==> config.mk <==
export PLATFORM = sky130hd
export DESIGN_NAME = csb_unit
export DESIGN_NICKNAME = d
export VERILOG_FILES = /design/src/csb_pkg.sv /design/src/csb_unit.sv
export VERILOG_INCLUDE_DIRS = /design/src /design/src/src
export SDC_FILE = /design/constraint.sdc
export NUM_CORES = 1
export LEC_CHECK = 0
export BUFFER_PORTS_ARGS = -buffer_cell sky130_fd_sc_hd__buf_2
export CORE_UTILIZATION = 55
export DETAILED_ROUTE_END_ITERATION = 6
export PLACE_DENSITY = 0.81
export SLEW_MARGIN = 20
export SYNTH_ARGS = -nofsm -noshare
export SYNTH_HDL_FRONTEND = slang
export SYNTH_SLANG_ARGS = --single-unit
==> constraint.sdc <==
create_clock -name sys_clk -period 1.9 [get_ports sys_clk]
set_input_delay 0.095 -clock sys_clk [delete_from_list [all_inputs] [get_ports sys_clk]]
set_output_delay 0.095 -clock sys_clk [all_outputs]
set_load 0.05 [all_outputs]
==> src/csb_consts.svh <==
// constants for the conditional skip and branch unit
// How it works
// [RULE1] register bit one skips next instruction
// [RULE2] io bit clear skips, 1/2/3 cycles
// [RULE3] io bit set skips, 1/2/3 cycles
// [RULE4] flag set branches pc+k+1, 1/2 cycles
// [RULE5] flag clear branches pc+k+1, 1/2 cycles
// [RULE6] zero flag one takes relative branch
// [RULE7] zero flag zero branches, 1/2 cycles
// [RULE8] flags untouched, eight flags, signed displacement
`ifndef CSB_CONSTS_SVH
`define CSB_CONSTS_SVH

// ==========================================================
// operand layout
`define CSB_DATA_W 8
`define CSB_SEL_W 3
`define CSB_DISP_W 7
`define CSB_ZERO_FLAG_BIT 3'h1

// ==========================================================
// cycle counts
`define CSB_CYC_SEQ 2'h1
`define CSB_CYC_BRANCH 2'h2
`define CSB_CYC_SKIP1 2'h2
`define CSB_CYC_SKIP2 2'h3

// ==========================================================
// reset values
`define CSB_RST_PC 16'h0000

`endif

==> src/csb_pkg.sv <==
// types for the conditional skip and branch unit
`include "csb_consts.svh"

package csb_pkg;

    typedef enum logic [2:0]
    {
        skip_if_reg_bit_set,
        skip_if_io_bit_clear,
        skip_if_io_bit_set,
        branch_if_flag_set,
        branch_if_flag_clear,
        branch_if_equal,
        branch_if_not_equal
    } csb_op_e;

    typedef struct packed
    {
        csb_op_e                        op;
        logic [`CSB_SEL_W-1:0]          bit_sel;
        logic [`CSB_DATA_W-1:0]         source_general_register;
        logic [`CSB_DATA_W-1:0]         io_value;
        logic signed [`CSB_DISP_W-1:0]  disp;
        logic                           next_two_words;
        logic [15:0]                    pc;
    } csb_req_s;

    typedef struct packed
    {
        logic [15:0] pc;
        logic        taken;
        logic [1:0]  cycles;
    } csb_resp_s;

endpackage

==> src/csb_unit.sv <==
// conditional skip and relative branch execution unit
`timescale 1ns/1ps
`include "csb_consts.svh"

module csb_unit
(
    input  wire logic                   sys_clk,
    input  wire logic                   rst,
    input  wire logic                   req_valid,
    input  wire csb_pkg::csb_req_s      req,
    input  wire logic [`CSB_DATA_W-1:0] status_flags_register,
    output logic                        req_ready,
    output logic                        done,
    output csb_pkg::csb_resp_s          resp,
    output logic [`CSB_DATA_W-1:0]      status_flags_out
);

    // ==========================================================
    // decode
    function automatic logic cond_holds
    (
        input csb_pkg::csb_req_s      r,
        input logic [`CSB_DATA_W-1:0] f
    );
        logic res;
        res = 1'b0;
        case (r.op)
            csb_pkg::skip_if_reg_bit_set:
                res = r.source_general_register[r.bit_sel]; // RULE1
            csb_pkg::skip_if_io_bit_clear:
                res = !r.io_value[r.bit_sel]; // RULE2
            csb_pkg::skip_if_io_bit_set:
                res = r.io_value[r.bit_sel]; // RULE3
            csb_pkg::branch_if_flag_set:
                res = f[r.bit_sel]; // RULE4
            csb_pkg::branch_if_flag_clear:
                res = !f[r.bit_sel]; // RULE5
            csb_pkg::branch_if_equal:
                res = f[`CSB_ZERO_FLAG_BIT]; // RULE6
            csb_pkg::branch_if_not_equal:
                res = !f[`CSB_ZERO_FLAG_BIT]; // RULE7
            default:
                res = 1'b0;
        endcase
        return res;
    endfunction

    function automatic logic is_skip(input csb_pkg::csb_op_e op);
        return op == csb_pkg::skip_if_reg_bit_set
            || op == csb_pkg::skip_if_io_bit_clear
            || op == csb_pkg::skip_if_io_bit_set;
    endfunction

    typedef enum logic {csb_idle, csb_wait} csb_state_e;

    csb_state_e         state;
    logic [1:0]         remain;
    logic               take;
    logic [1:0]         next_cycles;
    logic [15:0]        next_pc;
    logic               accept;
    csb_pkg::csb_resp_s held;

    assign accept = req_valid && req_ready;

    always_comb
    begin
        take = cond_holds(req, status_flags_register);
        next_cycles = `CSB_CYC_SEQ;
        next_pc = req.pc + 16'h0001;
        if (take && is_skip(req.op))
        begin
            // skipped word count decides 2 or 3
            next_cycles = req.next_two_words ? `CSB_CYC_SKIP2
                                             : `CSB_CYC_SKIP1; // RULE2 RULE3
            next_pc = req.pc + (req.next_two_words ? 16'h0003
                                                   : 16'h0002); // RULE1
        end
        else if (take)
        begin
            next_cycles = `CSB_CYC_BRANCH; // RULE4 RULE5 RULE6 RULE7
            // signed displacement, sign extended to pc width
            next_pc = req.pc + 16'(signed'(req.disp)) + 16'h0001; // RULE8
        end
    end

    // ==========================================================
    // sequencing
    always_ff @(posedge sys_clk or posedge rst)
    begin
        if (rst)
        begin
            state     <= csb_idle;
            remain    <= 2'h0;
            req_ready <= 1'b1;
            done      <= 1'b0;
            resp      <= '{pc: `CSB_RST_PC, taken: 1'b0, cycles: 2'h0};
            held      <= '{pc: `CSB_RST_PC, taken: 1'b0, cycles: 2'h0};
        end
        else
        begin
            done <= 1'b0;
            case (state)
                csb_idle:
                    if (accept)
                    begin
                        if (next_cycles == `CSB_CYC_SEQ)
                        begin
                            done <= 1'b1;
                            resp <= '{pc: next_pc, taken: take,
                                      cycles: next_cycles};
                        end
                        else
                        begin
                            // hold the answer until the last cycle
                            held      <= '{pc: next_pc, taken: take,
                                           cycles: next_cycles};
                            remain    <= next_cycles - 2'h1;
                            req_ready <= 1'b0;
                            state     <= csb_wait;
                        end
                    end
                csb_wait:
                    if (remain == 2'h1)
                    begin
                        done      <= 1'b1;
                        resp      <= held;
                        req_ready <= 1'b1;
                        state     <= csb_idle;
                    end
                    else
                        remain <= remain - 2'h1;
                default:
                    state <= csb_idle;
            endcase
        end
    end

    // ==========================================================
    // flags pass through untouched
    always_ff @(posedge sys_clk or posedge rst)
    begin
        if (rst)
            status_flags_out <= '0;
        else
            status_flags_out <= status_flags_register; // RULE8
    end
endmodule

; ---- Word level (Yosys, flattened, before mapping)
; Index checks and enable logic that the tools add are counted.
[totals]
ff_bits = 51
out_inout_bits = 29
word_cells = 78
in_bits = 57
[classes]
n_eq_ne = 13
n_bitwise = 2
order_cmp = 1
mux = 33
reduce_logical = 12
n_addsub = 6
[op_table]
columns = cell, n
row1 = $mux 19, 3
row2 = $pmux 19 s2, 1
row3 = $add 16x1->16 const B, 2
row4 = $mux 16, 2
row5 = $add 16x16->16, 1
row6 = $add 16x2->16, 1
row7 = $mux 1, 14
row8 = $reduce_and 3->1, 4
row9 = $mux 2, 5
row10 = $bmux 1 s3, 3
row11 = $eq 3x3->1 const B, 3
row12 = $ne 2x2->1 const B, 4
row13 = $pmux 1 s7, 1
row14 = $eq 3x2->1 const B, 2
row15 = $pmux 1 s2, 3
row16 = $eq 2x1->1 const B, 2
row17 = $lt 3x4->1 const B, 1
row18 = $pmux 2 s2, 1
row19 = $sub 2x1->2 const B, 2
row20 = $eq 3x1->1 const B, 1
row21 = $logic_not 1->1, 3
row22 = $logic_not 3->1, 1
row23 = $logic_and 1x1->1, 2
row24 = $logic_or 1x1->1, 2
row25 = 2 further kinds, 3

; ---- Depth between registers and ports, before layout
[logic_depth]
depth_word = 10
depth_mapped = 13
ltp_nobuf = 13

; ---- Worst setup path after synthesis
; No wires, ideal clock.
[synth_path]
kind = in2reg
start = in req[41] (netlist bit)
end = reg resp[10] (netlist bit)
required_ns = 1.767
stages = 12
path_buffers = 3
arrival_ns = 2.322
setup_slack_ns = -0.556
path_cell_list = buf_2 mux4_2 mux2i_1 nor4b_1 a311oi_2 nand2_2 nor2_2 a21oi_1 buf_2 buf_2 nand2_1 o211ai_1
[synth_between]
elab_chain_len = 9
elab_cells_between_ends = 20
[synth_lines]
columns = element, line_no
row1 = from (decl), csb_unit.sv:10  ; input wire csb_pkg::csb_req_s req,
row2 = "$bmux 1 s3, on equally long branches", --
row3 = "$mux 1, on equally long branches", --
row4 = "$logic_not 1->1, on equally long branches", "csb_unit.sv:37, csb_unit.sv:31"
row5 = $pmux 1 s7 (*), csb_unit.sv:27  ; case (r.op)
row6 = $mux 2 (tied with other cells), csb_unit.sv:79  ; else if (take)
row7 = $mux 2 / $mux 16 (equally long branches), csb_unit.sv:71  ; if (take && is_skip(req.op))
row8 = $eq 2x1->1 (no source line) / $mux 19 (equally long branches), --
row9 = $ne 2x2->1 (no source line) / $mux 19 (equally long branches), --
row10 = $reduce_and 3->1 (no source line) / $pmux 19 s2 (equally long branches), --
row11 = to (signal assigned), csb_unit.sv:97  ; resp <= '{pc: `CSB_RST_PC, taken: 1'b0, cycles: 2'h0};
row12 = to (signal assigned), csb_unit.sv:110  ; resp <= '{pc: next_pc, taken: take,
row13 = to (signal assigned), csb_unit.sv:127  ; resp <= held;
row14 = to (decl), csb_unit.sv:14  ; output csb_pkg::csb_resp_s resp,
; Every way passes the cells marked *; elsewhere a longest branch is shown, timed or not. The select of a mux whose other input is x is not followed.
; A chain may end at the register's enable or synchronous reset.

; ---- Final worst setup path
[layout_path]
start = in req[0] (netlist bit)
end = reg resp[11] (netlist bit)
[layout_between]
elab_chain_len = 7
elab_cells_between_ends = 9
[layout_lines]
columns = element, line_no
row1 = $add 16x16->16, csb_unit.sv:83  ; next_pc = req.pc + 16'(signed'(req.disp)) + 16'h0001;
row2 = $add 16x1->16, csb_unit.sv:83
row3 = $mux 16, csb_unit.sv:79
row4 = $mux 16 (*), csb_unit.sv:71
row5 = $mux 19 (*), csb_unit.sv:107  ; if (next_cycles == `CSB_CYC_SEQ)
row6 = $mux 19 (*), csb_unit.sv:105  ; if (accept)
row7 = $pmux 19 s2 (*), csb_unit.sv:103  ; case (state)
; Marks and branches as above.

==> reports/results.tsv <==
stage	metric	value	unit
floorplan	initial_core_util	0.573	
timing	maxSlewHeadroom	0.361	
routing	drtPass1Iterations	7	
timing	setup_violations	43	
timing	fin_ws	-971	ps
global_route	grt.overflow.total	0	
routing	drcViolationCount	66	
logic_synthesis	syn_inst	425	
timing	hold_ws	58.0	ps
critical_path	critPathRequiredTime	2080	ps
power_and_ir_drop	leakagePower	0.00263	uW
routing	ant_nets	0	
logic_synthesis	ys_types	63	
power_and_ir_drop	power_density	1110	nW/um2
timing	fmax	348	MHz
clocking	cts_buffers	5	
global_route	grt_max_degree	28	
routing	wl_per_cell	28.7	um
outcome	violations	design-rule violations, negative setup slack	
critical_path	start_kind	input port	
clocking	cts_sinks	51	
clocking	cts_buffer_depth	2	
logic_synthesis	syn-num-nets	502	
global_route	grt_pass1_wl	22.2	mm
finish	final_cells	695	
placement	gp_congestion	0.931	
placement	numPortBuffers	85	
placement	hpwlAfterDp	8.39	mm
power_and_ir_drop	vdd_drop_max	1.33	mV
floorplan	die_area	6940	um2
timing	rsz0062_at_grt	true	
timing	period_minus_slack	2870	ps
finish	nFillCells	214	
logic_synthesis	yosysWarnings	0	
floorplan	fp-row-count	29	
global_route	antenna_found_initial	0	
finish	drive_above_1_share	0.490	
routing	vias_per_cell	7.45	
timing	clock-skew-final	10.2	ps
critical_path	crit_type	input port to register	
logic_synthesis	async_flop_share	1.00	
placement	place_area	4730	um2
clocking	clk_latency	320	ps
finish	design_area	5880	um2
global_route	first_global_vias	4423	
routing	drt_wl_total	20.0	mm
floorplan	core_area	6350	um2
run	maxCapViolations	0	
placement	dp.cells	650	
timing	finalMaxSlewViolations	0	
floorplan	die_h	83.3	um
clocking	cts.clk_slew.worst_paths	100	ps
clocking	clockRootBuffer	clkbuf_8	
finish	regArea	1280	um2
global_route	grtUsageTotal	0.403	
finish	final_util	0.926	
logic_synthesis	syn_avg_cell_area	8.56	um2
finish	antenna_cells	0	
logic_synthesis	yosysSeqAreaShare	0.351	
clocking	h-tree-depth	2	
timing	finalHoldViolCount	0	
routing	dr.first_iter.drc_count	988	
timing	period_share	1.51	
worst_hold_path	hold_path.class	input port to register	
finish	multiInputGateArea	2860	um2
floorplan	ios	86	
logic_synthesis	netlist_area	3640	um2
floorplan	dieWidth	83.3	um
finish	area_growth_syn_to_layout	61.7	%
outcome	status	finished with violations	
logic_synthesis	ys_ff_latch	51	
logic_synthesis	synth-edff-count	0	
routing	dr_total_vias	5176	
critical_path	worstPathMaxFanout	2	
placement	dpl_worst_slack	-751	ps
timing	tightest_slew	955	ps
critical_path	crit_path_end_kind	register	
logic_synthesis	ys.flop_type	dfrtp_1	
finish	finalNetCount	694	
critical_path	worstPathArrival	3060	ps
clocking	tritoncts	done	
[worst max-delay path: stages]
cell and delay, ps:
buf_2 120, inv_2 100, ha_4 190, inv_1 70
fa_2 360, a21oi_2 160, nand4b_1 180, nand3_2 110
nand2_2 90, buf_4 110, buf_4 110, xor2_2 80
nor2_1 730, a2111oi_4 150, o31ai_1 390
[power by group]
group,total (uW),internal (uW),switching (uW)
Clock,659,259,400
Combinational,3990,1400,2580
Sequential,1880,1520,356
Total,6520,3180,3340
[sequential cells by signal, indices dropped and copies added (netlist names)]
signal,cells
resp,19
done,1
status_flags_out,8
state,1
remain,2
req_ready,1
held,19
[cells in the final DEF (no fill, tap or decap), types with 6 or more instances in the layout]
| cell type | n |
|---|---|
| and3_1 | 8 |
| o211ai_1 | 11 |
| nor2_1 | 34 |
| mux4_2 | 6 |
| nand2_1 | 44 |
| nor3_1 | 9 |
| a21oi_2 | 12 |
| dfrtp_1 | 50 |
| o21ai_0 | 14 |
| xor2_1 | 9 |
| o21a_1 | 7 |
| inv_1 | 8 |
| dlygate4sd3_1 | 8 |
| a21oi_1 | 17 |
| buf_4 | 87 |
| ha_1 | 17 |
| nand3_1 | 17 |
| xnor2_1 | 11 |
| buf_2 | 81 |
| o21ai_2 | 12 |
| buf_6 | 20 |
| o21ai_1 | 14 |
[kinds of logic (layout without fill, tap and decap cells)]
| family | count (synthesis) | count (layout) | share of synthesized area |
|---|---|---|---|
| and+or+nand+nor | 156 | 156 | 0.200 |
| AOI/OAI and AO/OA | 134 | 134 | 0.238 |
| DFF | 51 | 51 | 0.351 |
| buffers and inverters | 31 | 224 | 0.0361 |
| xor gates and xnor gates | 22 | 22 | 0.0530 |
| adders and majority gates | 20 | 20 | 0.0709 |
| muxes | 11 | 11 | 0.0509 |
[repair_timing]
| item | 4_1_cts | 5_1_grt |
|---|---|---|
| endpoints found under the hold margin | 32 | 0 |
| setup endpoints to repair | 41 | 43 |
| cloned | 0 | 2 |
| pin swaps | 49 | 36 |
| hold buffers | 8 | 0 |
| setup buffers | 12 | 16 |
| resized for setup | 91 | 81 |
[layer usage]
metal  wire (um)  track usage
met3        3020       0.0924
met4        2360        0.196
met2        8150        0.666
met5           0            0
met1        6430        0.497
[final cells by class]
| class | count | area share |
|---|---|---|
| Sequential cell | 51 | 0.217 |
| Multi-Input combinational cell | 343 | 0.486 |
| Clock inverter | 2 | 0.00213 |
| Inverter | 12 | 0.00851 |
| Timing Repair Buffer | 204 | 0.257 |
| Tap cell | 77 | 0.0164 |
| Clock buffer | 6 | 0.0123 |
[synthesized netlist by cell type, types with 7 or more instances]
cell,instances,area (um2)
dfrtp_1,50,1250
ha_1,19,238
o211ai_1,11,82.6
o21a_1,7,52.6
and3_1,9,56.3
nor3_1,9,45.0
o21ai_1,14,70.1
nor2_1,38,143
clkbuf_1,8,30.0
nand2_1,51,191
inv_1,11,41.3
buf_2,9,45.0
a21oi_1,33,165
xnor2_1,12,105
nand3_1,21,105
o21ai_0,29,145
xor2_1,10,87.6
[per-stage QoR]
stage | power, uW | setup TNS, ps
final | 6520 | -12560
after global routing | 6720 | -17160
after CTS | 5470 | -1800
after detailed placement | 4610 | -22670
after global placement | 4490 | -19380
after floorplan | 3730 | -11020
[worst paths after layout]
path	start	endpoint	slack, ps	depth (start not counted)
max	req[0]	resp[11]	-970	15
min	status_flags_register[1]	status_flags_out[1]	60	2
max reg2reg	state	resp[11]	-70	6
min reg2reg	resp[3]	resp[3]	490	1
max in group asynchronous	rst	resp[11]	890	4
min in group asynchronous	rst	held[12]	360	3
(Power assumes the default switching activity.)
